==> config.mk <==
export PLATFORM = sky130hd
export DESIGN_NAME = adc_device_end_flat
export DESIGN_NICKNAME = d
export VERILOG_FILES = /design/src/core/adc_ctl_pkg.sv /design/src/core/spi_link_if.sv /design/src/core/adc_device_end.sv /design/src/flat_wrapper.sv
export SDC_FILE = /design/constraint.sdc
export NUM_CORES = 1
export LEC_CHECK = 0
export BUFFER_PORTS_ARGS = -buffer_cell sky130_fd_sc_hd__buf_2
export CELL_PAD_IN_SITES_DETAIL_PLACEMENT = 1
export CELL_PAD_IN_SITES_GLOBAL_PLACEMENT = 1
export CORE_MARGIN = 2
export CORE_UTILIZATION = 40
export CTS_CLUSTER_DIAMETER = 120
export DETAILED_ROUTE_END_ITERATION = 12
export GPL_TIMING_DRIVEN = 0
export PLACE_DENSITY = 0.65
export SETUP_SLACK_MARGIN = 0.2
export SLEW_MARGIN = 10
export SYNTH_ARGS = -nofsm -noshare
export SYNTH_HDL_FRONTEND = slang
export SYNTH_SLANG_ARGS = --single-unit
==> constraint.sdc <==
create_clock -name clk -period 4.1 [get_ports clk]
set_input_delay 0.615 -clock clk [delete_from_list [all_inputs] [get_ports clk]]
set_output_delay 0.615 -clock clk [all_outputs]
set_load 0.01 [all_outputs]
==> src/core/adc_ctl_pkg.sv <==
// ****************************************
// shared constants
// ****************************************
package adc_ctl_pkg;
    localparam int CLK_MHZ = 50;
    localparam int TMR_W = 22;
    // settling times, sinc5+sinc1 base rate and four enhanced rates
    localparam int BASE_SETTLE_US = 97;
    localparam real ENH_SETTLE_MS_0 = 36.67;
    localparam real ENH_SETTLE_MS_1 = 40.0;
    localparam real ENH_SETTLE_MS_2 = 50.0;
    localparam real ENH_SETTLE_MS_3 = 60.0;
    localparam int BASE_SETTLE_CYC_DEF = BASE_SETTLE_US * CLK_MHZ;
    localparam int ENH_CYC_0 = int'(ENH_SETTLE_MS_0 * 1000.0 * CLK_MHZ);
    localparam int ENH_CYC_1 = int'(ENH_SETTLE_MS_1 * 1000.0 * CLK_MHZ);
    localparam int ENH_CYC_2 = int'(ENH_SETTLE_MS_2 * 1000.0 * CLK_MHZ);
    localparam int ENH_CYC_3 = int'(ENH_SETTLE_MS_3 * 1000.0 * CLK_MHZ);
    localparam int HOST_WAKE_US = 500;
    localparam int HOST_WAKE_CYC_DEF = HOST_WAKE_US * CLK_MHZ;
    localparam logic [6:0] SR_RESET_CLKS = 7'h40;
    localparam logic [7:0] CMD_EXIT_STREAM = 8'h44;
    localparam int CMD_RD_BIT = 6;
    // device register addresses
    localparam logic [3:0] REG_STATUS = 4'h0;
    localparam logic [3:0] REG_MODE = 4'h1;
    localparam logic [3:0] REG_IFMODE = 4'h2;
    localparam logic [3:0] REG_CHEN = 4'h3;
    localparam logic [3:0] REG_DATA = 4'h4;
    localparam logic [3:0] REG_FILT = 4'h5;
    localparam logic [3:0] REG_GPIO = 4'h6;
    // field positions
    localparam int MODE_LSB = 4;
    localparam int CSS_LSB = 2;
    localparam int IF_STREAM = 7;
    localparam int IF_APPEND = 6;
    localparam int FILT_ENH = 7;
    localparam int FILT_RATE_LSB = 5;
    localparam int FILT_SINC3 = 4;
    localparam int STAT_RDY = 7;
    // reset values
    localparam logic [7:0] MODE_RST = 8'h00;
    localparam logic [7:0] IFMODE_RST = 8'h00;
    localparam logic [7:0] CHEN_RST = 8'h01;
    localparam logic [7:0] FILT_RST = 8'h00;
    localparam logic [7:0] GPIO_RST = 8'h00;
    localparam logic [5:0] LEN_REG = 6'h08;
    localparam logic [5:0] LEN_DATA = 6'h18;
    localparam logic [5:0] LEN_DATA_ST = 6'h20;
    // host register byte addresses and fields
    localparam logic [4:0] HA_TX = 5'h00;
    localparam logic [4:0] HA_TXDATA = 5'h04;
    localparam logic [4:0] HA_RX = 5'h08;
    localparam logic [4:0] HA_STAT = 5'h0C;
    localparam logic [4:0] HA_CTRL = 5'h10;
    localparam int TX_NB_LSB = 8;
    localparam int TX_SRST = 16;
    localparam int TX_NOCMD = 17;
    localparam int HOST_SCLK_HALF_DEF = 8;

    typedef enum logic [2:0] {
        MODE_CONT = 3'b000,
        MODE_SINGLE = 3'b001,
        MODE_STANDBY = 3'b010,
        MODE_PDOWN = 3'b011
    } mode_t;

    typedef enum logic [1:0] {
        S_CMD = 2'b00,
        S_RD = 2'b01,
        S_WR = 2'b10
    } ser_state_t;

    typedef enum logic [2:0] {
        H_IDLE = 3'b000,
        H_LEAD = 3'b001,
        H_LOW = 3'b010,
        H_HIGH = 3'b011,
        H_WAKE = 3'b100
    } host_state_t;
endpackage

==> src/core/spi_link_if.sv <==
`timescale 1ns/1ns
// ****************************************
// serial link between host and converter
// ****************************************
interface spi_link_if;
    logic cs_n;
    logic sclk;
    logic din;
    logic dout_o;
    logic dout_oe;
    logic dout;
    // pull-up keeps the shared line high when the device lets go
    assign dout = dout_oe ? dout_o : 1'b1;
    modport device (input cs_n, input sclk, input din, output dout_o, output dout_oe);
    modport host (output cs_n, output sclk, output din, input dout);
endinterface

==> src/core/adc_device_end.sv <==
`timescale 1ns/1ns
// ****************************************
// converter end: sequencing and readout
// ****************************************
// Behaviour
// - enhanced rates only on sinc5+sinc1 path
// - four enhanced rates with fixed settling times
// - continuous conversion after power-up
// - ready flag cleared; pin driven only selected
// - data read command, ready high afterwards
// - result discarded while data register read
// - enabled channels converted ascending, then wrap
// - append status after data when enabled
// - stream read needs clocks only, no command
// - unread stream word replaced by next
// - host enables stream only in continuous mode
// - stream mode accepts only data reads
// - exit stream by 0x44 or serial reset
// - host keeps data-in low in stream mode
// - single conversion then standby, rereadable
// - single multi-channel: ready high until result
// - status low two bits give channel
// - standby keeps registers; clock select stops oscillator
// - power-down loses registers, outputs released
// - power-down accepted only from standby
// - power-down left only by serial reset
// - host waits 500 us after reset
// - serial reset restores power-on state except status channel bits
module adc_device_end
    import adc_ctl_pkg::*;
#(
    parameter int BASE_SETTLE_CYC = BASE_SETTLE_CYC_DEF,
    parameter int ENH_SETTLE_CYC_0 = ENH_CYC_0,
    parameter int ENH_SETTLE_CYC_1 = ENH_CYC_1,
    parameter int ENH_SETTLE_CYC_2 = ENH_CYC_2,
    parameter int ENH_SETTLE_CYC_3 = ENH_CYC_3
) (
    input wire logic clk,
    input wire logic reset_n,
    spi_link_if.device link,
    input wire logic [23:0] sample_in,
    output logic [1:0] conv_channel,
    output logic conv_active,
    output logic osc_run,
    output logic powered_down,
    output logic [1:0] gpio_o,
    output logic [1:0] gpio_oe
);
    logic [1:0] cs_s, sck_s, din_s;
    logic sck_d;
    logic [7:0] mode_q, ifm_q, chen_q, filt_q, gpio_q, inb_d;
    logic [23:0] data_q;
    logic rdy_n_q, act_q, rdacc_q, conv_q, dout_q, doe_q, osc_q, pd_q;
    logic [1:0] sch_q, ch_q, nxt_ch;
    ser_state_t st_q;
    logic [5:0] cnt_q, len_q;
    logic [7:0] inb_q;
    logic [3:0] addr_q;
    logic [31:0] sh_q;
    logic [6:0] rcnt_q;
    logic [TMR_W-1:0] tmr_q, settle;
    logic frame_rise, srst_hit, conv_done, last_ch, run, stream, pdown;
    mode_t cur_mode;

    function automatic logic [1:0] pick_ch(input logic [7:0] en, input logic [1:0] cur, input logic above);
        logic [1:0] r;
        r = 2'h0;
        for (int i = 3; i >= 0; i--) begin
            if (en[i]) r = 2'(i);
        end
        for (int i = 3; i >= 0; i--) begin
            if (en[i] && above && i > int'(cur)) r = 2'(i);
        end
        return r;
    endfunction

    assign cur_mode = mode_t'(mode_q[MODE_LSB +: 3]);
    assign pdown = (cur_mode == MODE_PDOWN);
    assign stream = ifm_q[IF_STREAM];
    assign run = (cur_mode == MODE_CONT || cur_mode == MODE_SINGLE) && (chen_q[3:0] != 4'h0);
    assign frame_rise = ~cs_s[1] & sck_s[1] & ~sck_d;
    assign srst_hit = frame_rise & din_s[1] & (rcnt_q == SR_RESET_CLKS - 7'h01);
    assign inb_d = {inb_q[6:0], din_s[1]};
    assign conv_done = conv_q & run & (tmr_q == '0);
    assign nxt_ch = pick_ch(chen_q, ch_q, 1'b1);
    assign last_ch = (nxt_ch <= ch_q);

    // ****************************************
    // pin synchronisers
    // ****************************************
    always_ff @(posedge clk or negedge reset_n) begin
        if (!reset_n) begin
            cs_s <= 2'h3;
            sck_s <= 2'h3;
            din_s <= 2'h0;
            sck_d <= 1'b1;
        end else begin
            cs_s <= {cs_s[0], link.cs_n};
            sck_s <= {sck_s[0], link.sclk};
            din_s <= {din_s[0], link.din};
            sck_d <= sck_s[1];
        end
    end

    // ****************************************
    // serial reset detector
    // ****************************************
    always_ff @(posedge clk or negedge reset_n) begin
        if (!reset_n) begin
            rcnt_q <= '0;
        end else if (cs_s[1] || srst_hit) begin
            rcnt_q <= '0;
        end else if (frame_rise) begin
            rcnt_q <= din_s[1] ? rcnt_q + 7'h01 : 7'h00;
        end
    end

    // ****************************************
    // conversion timing and channel sequence
    // ****************************************
    always_comb begin
        settle = TMR_W'(BASE_SETTLE_CYC);
        if (filt_q[FILT_ENH] && !filt_q[FILT_SINC3]) begin
            case (filt_q[FILT_RATE_LSB +: 2])
                2'h0: settle = TMR_W'(ENH_SETTLE_CYC_0);
                2'h1: settle = TMR_W'(ENH_SETTLE_CYC_1);
                2'h2: settle = TMR_W'(ENH_SETTLE_CYC_2);
                default: settle = TMR_W'(ENH_SETTLE_CYC_3);
            endcase
        end
    end

    always_ff @(posedge clk or negedge reset_n) begin
        if (!reset_n) begin
            conv_q <= 1'b0;
            tmr_q <= '0;
            ch_q <= '0;
        end else if (!run || srst_hit) begin
            conv_q <= 1'b0;
        end else if (!conv_q) begin
            conv_q <= 1'b1;
            tmr_q <= settle;
            ch_q <= pick_ch(chen_q, 2'h0, 1'b0);
        end else if (conv_done) begin
            ch_q <= nxt_ch;
            tmr_q <= settle;
            if (cur_mode == MODE_SINGLE && last_ch) conv_q <= 1'b0;
        end else begin
            tmr_q <= tmr_q - 1'b1;
        end
    end

    // ****************************************
    // registers and serial interface
    // ****************************************
    always_ff @(posedge clk or negedge reset_n) begin
        if (!reset_n) begin
            mode_q <= MODE_RST;
            ifm_q <= IFMODE_RST;
            chen_q <= CHEN_RST;
            filt_q <= FILT_RST;
            gpio_q <= GPIO_RST;
            data_q <= '0;
            sch_q <= '0;
            rdy_n_q <= 1'b1;
            st_q <= S_CMD;
            cnt_q <= '0;
            len_q <= LEN_REG;
            inb_q <= '0;
            addr_q <= '0;
            sh_q <= '0;
            act_q <= 1'b0;
            rdacc_q <= 1'b0;
        end else if (srst_hit || pdown) begin
            // power-down holds every register except mode and status channel bits at its power-on value; only serial reset leaves it
            if (srst_hit) mode_q <= MODE_RST;
            ifm_q <= IFMODE_RST;
            chen_q <= CHEN_RST;
            filt_q <= FILT_RST;
            gpio_q <= GPIO_RST;
            data_q <= '0;
            rdy_n_q <= 1'b1;
            st_q <= S_CMD;
            cnt_q <= '0;
            act_q <= 1'b0;
            rdacc_q <= 1'b0;
        end else begin
            if (cs_s[1]) begin
                st_q <= S_CMD;
                cnt_q <= '0;
                act_q <= 1'b0;
                rdacc_q <= 1'b0;
            end else if (stream && ~sck_s[1] && sck_d && !rdy_n_q && cnt_q == 6'h00) begin
                act_q <= 1'b1;
            end else if (frame_rise) begin
                inb_q <= inb_d;
                if (cnt_q != 6'h3F) cnt_q <= cnt_q + 6'h01;
                if (act_q) sh_q <= {sh_q[30:0], 1'b0};
                case (st_q)
                    S_CMD: begin
                        if (stream) begin
                            if (act_q && cnt_q == len_q - 6'h01) begin
                                act_q <= 1'b0;
                                rdy_n_q <= 1'b1;
                            end
                            if (cnt_q == 6'h07 && inb_d == CMD_EXIT_STREAM && !rdy_n_q) begin
                                ifm_q[IF_STREAM] <= 1'b0;
                                cnt_q <= '0;
                                act_q <= 1'b0;
                            end
                        end else if (cnt_q == 6'h07) begin
                            cnt_q <= '0;
                            addr_q <= inb_d[3:0];
                            if (inb_d[CMD_RD_BIT]) begin
                                st_q <= S_RD;
                                act_q <= 1'b1;
                                rdacc_q <= (inb_d[3:0] == REG_DATA);
                                len_q <= LEN_REG;
                                case (inb_d[3:0])
                                    REG_STATUS: sh_q <= {rdy_n_q, 5'h00, sch_q, 24'h000000};
                                    REG_MODE: sh_q <= {mode_q, 24'h000000};
                                    REG_IFMODE: sh_q <= {ifm_q, 24'h000000};
                                    REG_CHEN: sh_q <= {chen_q, 24'h000000};
                                    REG_FILT: sh_q <= {filt_q, 24'h000000};
                                    REG_GPIO: sh_q <= {gpio_q, 24'h000000};
                                    REG_DATA: begin
                                        sh_q <= {data_q, rdy_n_q, 5'h00, sch_q};
                                        len_q <= ifm_q[IF_APPEND] ? LEN_DATA_ST : LEN_DATA;
                                    end
                                    default: sh_q <= '0;
                                endcase
                            end else begin
                                st_q <= S_WR;
                            end
                        end
                    end
                    S_RD: begin
                        if (cnt_q == len_q - 6'h01) begin
                            st_q <= S_CMD;
                            cnt_q <= '0;
                            act_q <= 1'b0;
                            rdacc_q <= 1'b0;
                            if (rdacc_q) rdy_n_q <= 1'b1;
                        end
                    end
                    S_WR: begin
                        if (cnt_q == 6'h07) begin
                            st_q <= S_CMD;
                            cnt_q <= '0;
                            case (addr_q)
                                REG_MODE: begin
                                    if (inb_d[MODE_LSB +: 3] != MODE_PDOWN || cur_mode == MODE_STANDBY) begin
                                        mode_q <= inb_d;
                                        if (inb_d[MODE_LSB +: 3] == MODE_SINGLE) rdy_n_q <= 1'b1;
                                    end
                                end
                                REG_IFMODE: ifm_q <= inb_d;
                                REG_CHEN: chen_q <= inb_d;
                                REG_FILT: filt_q <= inb_d;
                                REG_GPIO: gpio_q <= inb_d;
                                default: ;
                            endcase
                        end
                    end
                    default: st_q <= S_CMD;
                endcase
            end
            // a finished conversion overrides the serial side in the same cycle
            if (conv_done) begin
                if (!rdacc_q) begin
                    data_q <= sample_in;
                    sch_q <= ch_q;
                    rdy_n_q <= 1'b0;
                    if (stream) begin
                        sh_q <= {sample_in, 1'b0, 5'h00, ch_q};
                        len_q <= ifm_q[IF_APPEND] ? LEN_DATA_ST : LEN_DATA;
                        cnt_q <= '0;
                        act_q <= 1'b0;
                    end
                end
                if (cur_mode == MODE_SINGLE && last_ch)
                    mode_q[MODE_LSB +: 3] <= MODE_STANDBY;
            end
        end
    end

    // ****************************************
    // pin drivers and user outputs
    // ****************************************
    always_ff @(posedge clk or negedge reset_n) begin
        if (!reset_n) begin
            dout_q <= 1'b1;
            doe_q <= 1'b0;
            osc_q <= 1'b1;
            pd_q <= 1'b0;
        end else begin
            dout_q <= act_q ? sh_q[31] : rdy_n_q;
            doe_q <= ~cs_s[1] & ~pdown;
            pd_q <= pdown;
            // internal oscillator stops in standby when clock select is 00
            osc_q <= ~pdown & ~(cur_mode == MODE_STANDBY && mode_q[CSS_LSB +: 2] == 2'h0);
        end
    end

    assign link.dout_o = dout_q;
    assign link.dout_oe = doe_q;
    assign conv_channel = ch_q;
    assign conv_active = conv_q;
    assign powered_down = pd_q;
    assign osc_run = osc_q;
    assign gpio_o = gpio_q[1:0];
    assign gpio_oe = gpio_q[3:2];
endmodule

==> src/flat_wrapper.sv <==
// flat-port wrapper written by rule: the top's interface ports become plain ports
module adc_device_end_flat import adc_ctl_pkg::*;
#(
    parameter int BASE_SETTLE_CYC = BASE_SETTLE_CYC_DEF,
    parameter int ENH_SETTLE_CYC_0 = ENH_CYC_0,
    parameter int ENH_SETTLE_CYC_1 = ENH_CYC_1,
    parameter int ENH_SETTLE_CYC_2 = ENH_CYC_2,
    parameter int ENH_SETTLE_CYC_3 = ENH_CYC_3
)
  (clk, reset_n, sample_in, conv_channel, conv_active, osc_run, powered_down, gpio_o, gpio_oe, link_cs_n, link_sclk, link_din, link_dout_o, link_dout_oe);
  spi_link_if link_i ();
  input wire logic clk;
  input wire logic reset_n;
  input wire logic [23:0] sample_in;
  output logic [1:0] conv_channel;
  output logic conv_active;
  output logic osc_run;
  output logic powered_down;
  output logic [1:0] gpio_o;
  output logic [1:0] gpio_oe;
  input wire logic [$bits(link_i.cs_n)-1:0] link_cs_n;
  input wire logic [$bits(link_i.sclk)-1:0] link_sclk;
  input wire logic [$bits(link_i.din)-1:0] link_din;
  output wire logic [$bits(link_i.dout_o)-1:0] link_dout_o;
  output wire logic [$bits(link_i.dout_oe)-1:0] link_dout_oe;
  assign link_i.cs_n = link_cs_n;
  assign link_i.sclk = link_sclk;
  assign link_i.din = link_din;
  assign link_dout_o = link_i.dout_o;
  assign link_dout_oe = link_i.dout_oe;
  adc_device_end #(.BASE_SETTLE_CYC(BASE_SETTLE_CYC), .ENH_SETTLE_CYC_0(ENH_SETTLE_CYC_0), .ENH_SETTLE_CYC_1(ENH_SETTLE_CYC_1), .ENH_SETTLE_CYC_2(ENH_SETTLE_CYC_2), .ENH_SETTLE_CYC_3(ENH_SETTLE_CYC_3)) u_core (.clk(clk), .reset_n(reset_n), .link(link_i), .sample_in(sample_in), .conv_channel(conv_channel), .conv_active(conv_active), .osc_run(osc_run), .powered_down(powered_down), .gpio_o(gpio_o), .gpio_oe(gpio_oe));
endmodule
==> metrics.txt <==
initial core utilization=40.5%; H-tree Lvls=4; CP Capture Type=register; CP max FO=10; CTS max path bufs=2; Syn Inst Count=1034; drt first pass iters=5; minimum clock period=3.53 ns; Clock Sinks=169; Post-synth EDFFs=0; vias in the first global route=8663; R2R setup slack=0.57 ns; syn_nets=1075; final clock skew=0.0202 ns; io pins=40; detailed placement HPWL=22300 microns; post-CTS sizing=0; largest net degree at the start of global routing=93; CORE AREA=0.0234 sq mm; Synth area leaders=dfrtp_1 42%, nand2_1 4.6%, mux2i_1 4.3%; Synth area leader=dfrtp_1; simple-gate area share of the yosys netlist=21.1%; DR WL/cell=22.2 microns; Placed Area=0.0101 sq mm; Setup WS pre-CTS=0.629 ns; Post-synth ARST share=100%; Nets=1134; CTS tree=built; Top FF cell, synth=dfrtp_1; library cells used by synthesis=82; Post-synth top cells=159 x dfrtp_1, 116 x nand2_1, 104 x nor2_1; Final Max Slew Viols=0; startpoint type of the worst setup path=register; power per cell area=353 mW/mm^2; DIE WIDTH=158 microns; outcome=completed; VDD IR max=0.279 mV; most frequent cell after synthesis=dfrtp_1; worst endpoint required time=4.45 ns; largest family of logic cells by synthesized area=simple AND/OR/NAND/NOR gates; WS Path Type=register to register; post-synthesis register bit count=169; Inserted Diodes=0; die area=0.0250 sq mm; Min-Delay Path Class=input pin to asynchronous set/reset pin; mux cell area share after synthesis=6.70%; post-route ant nets=0; Synth Area in Compound Gates=20.3%; R2R depth=10; unrepaired setup endpoints after global routing=false; hold_buf cts=0; fin worst setup slack=0.574 ns; Vert. Die Dim=158 microns; clk_lat worst skew=0.45 ns; Post-Synth Adder-Cell Area=1.58%; total gr overflow=0; count of final hold-check violations=0; worst r2r src=u_core.tmr_q[0]; postcts setup bufs=0; Lkg Pwr=4.53 nW; normalized max-slew margin=29.2%; Worst-Margin Slew=1.06 ns; Crit Reg-Reg Endpoint=u_core.data_q[0]; GRT Util Overall=26.8%; Seq/Total Area, Yosys=44.7%; initial antenna violation count=1; layout cell share with drive strength beyond 1=13.6%; placed insts=1393; DRC viols=0; DR vias=8426; total CTS buffers=17; Area growth syn-to-layout=13.1%; vias per inst=5.91; port bufs=39; Ys Warns=0; placer congestion estimate=0.827; fin cells=1425; final setup fails=0; first-pass GRT wire length=51100 microns; Synth Cell Area=0.00948 sq mm; Rows=56; root buffer cell=clkbuf_16; crit path launch=u_core.tmr_q[0]; clock slew at reported path FFs=0.08 ns; Avg Cell Area, Syn=9.17 sq um; drt total wl=31700 microns; smallest hold slack=0.134 ns; Starting DRT DRC Count=492; Max-Cap Viols=0; Core Util, Final=45.8%; Final period util=86.0%; Peak Freq=284 MHz; Finished Cell Area=0.0107 sq mm; Yosys top cell area share=42.0%; Worst Path Arrival=3.88 ns; Synth Area in XOR/XNOR=0.739%
[state kept, by name (all words and copies together) (netlist names), 2 cells and up]
register	cells
u_core.sh_q	32
u_core.data_q	24
u_core.tmr_q	22
u_core.chen_q	8
u_core.filt_q	8
u_core.gpio_q	8
u_core.ifm_q	8
u_core.mode_q	8
u_core.inb_q	7
u_core.rcnt_q	7
u_core.cnt_q	6
u_core.len_q	6
u_core.addr_q	4
u_core.conv_channel	2
u_core.cs_s	2
u_core.din_s	2
u_core.sch_q	2
u_core.sck_s	2
u_core.st_q	2
[through the flow]
stage | setup TNS, ns | total power, mW
2_1_floorplan | 0 | 1.94
3_3_place_gp | -79.16 | 2.09
3_5_place_dp | 0 | 2.10
4_1_cts | 0 | 3.81
5_1_grt | 0 | 3.91
6_report | 0 | 3.79
[cells in the final DEF (no fill, tap or decap), types with 12 or more instances in the layout]
cell and count:
o21ai_0 65, nor4_1 14, nor3_1 19, nor2b_1 21
nand2_1 116, o22ai_1 13, a21oi_1 64, nor2_1 104
dfrtp_1 159, o22a_1 24, mux2_2 18, clkbuf_16 17
ha_1 12, a41oi_1 18, nand3_1 50, buf_2 49
mux2i_1 41, inv_1 25, clkbuf_1 47, a31oi_1 16
[metal layers]
layer  global-route usage, %  wire, microns  vias up  part of all wire (%)
met4                    6.95            581        0                   1.8
li1                        -              -     3923                     -
met3                    4.38           1110       40                   3.5
met1                    38.9          15600     4289                    49
met5                       0              0        -                     0
met2                    41.7          14400      174                    46
[power breakdown]
part	switching [mW]	internal [mW]
Sequential	0.0332	1.70
Clock	0.828	0.895
Combinational	0.225	0.106
[worst max-delay path, stage by stage, from the launching register on]
cell,delay (ns)
dfrtp_1,0.41
inv_1,0.10
ha_1,0.19
nor3b_2,0.45
and4_1,0.26
clkbuf_1,0.28
nand4_1,0.31
nor2_1,0.81
buf_2,0.38
nand2_1,0.08
a21oi_1,0.15
[cell families after synthesis]
group,Yosys count
muxes,60
and+or+nand+nor,402
AOI/OAI and AO/OA,283
buffers and inverters,100
adders and majority gates,12
xor gates and xnor gates,8
DFF,169
[worst max-delay path by stage]
stage	to	cells past startpoint
after floorplan	u_core.sch_q[0]	6
after global placement	u_core.data_q[9]	1
after detailed placement	u_core.data_q[16]	10
after CTS	u_core.data_q[16]	10
after global routing	u_core.data_q[0]	10
final	u_core.data_q[0]	10
[cell type report]
| class | count | area [sq um] |
|---|---|---|
| Clock buffer | 18 | 439 |
| Multi-Input combinational cell | 765 | 4780 |
| Inverter | 25 | 93.8 |
| Clock inverter | 14 | 175 |
| Fill cell | 2780 | 12700 |
| Buffer | 75 | 364 |
| Timing Repair Buffer | 40 | 233 |
| Tap cell | 319 | 399 |
| Sequential cell | 169 | 4240 |
Power figures use the tool's default switching activity.
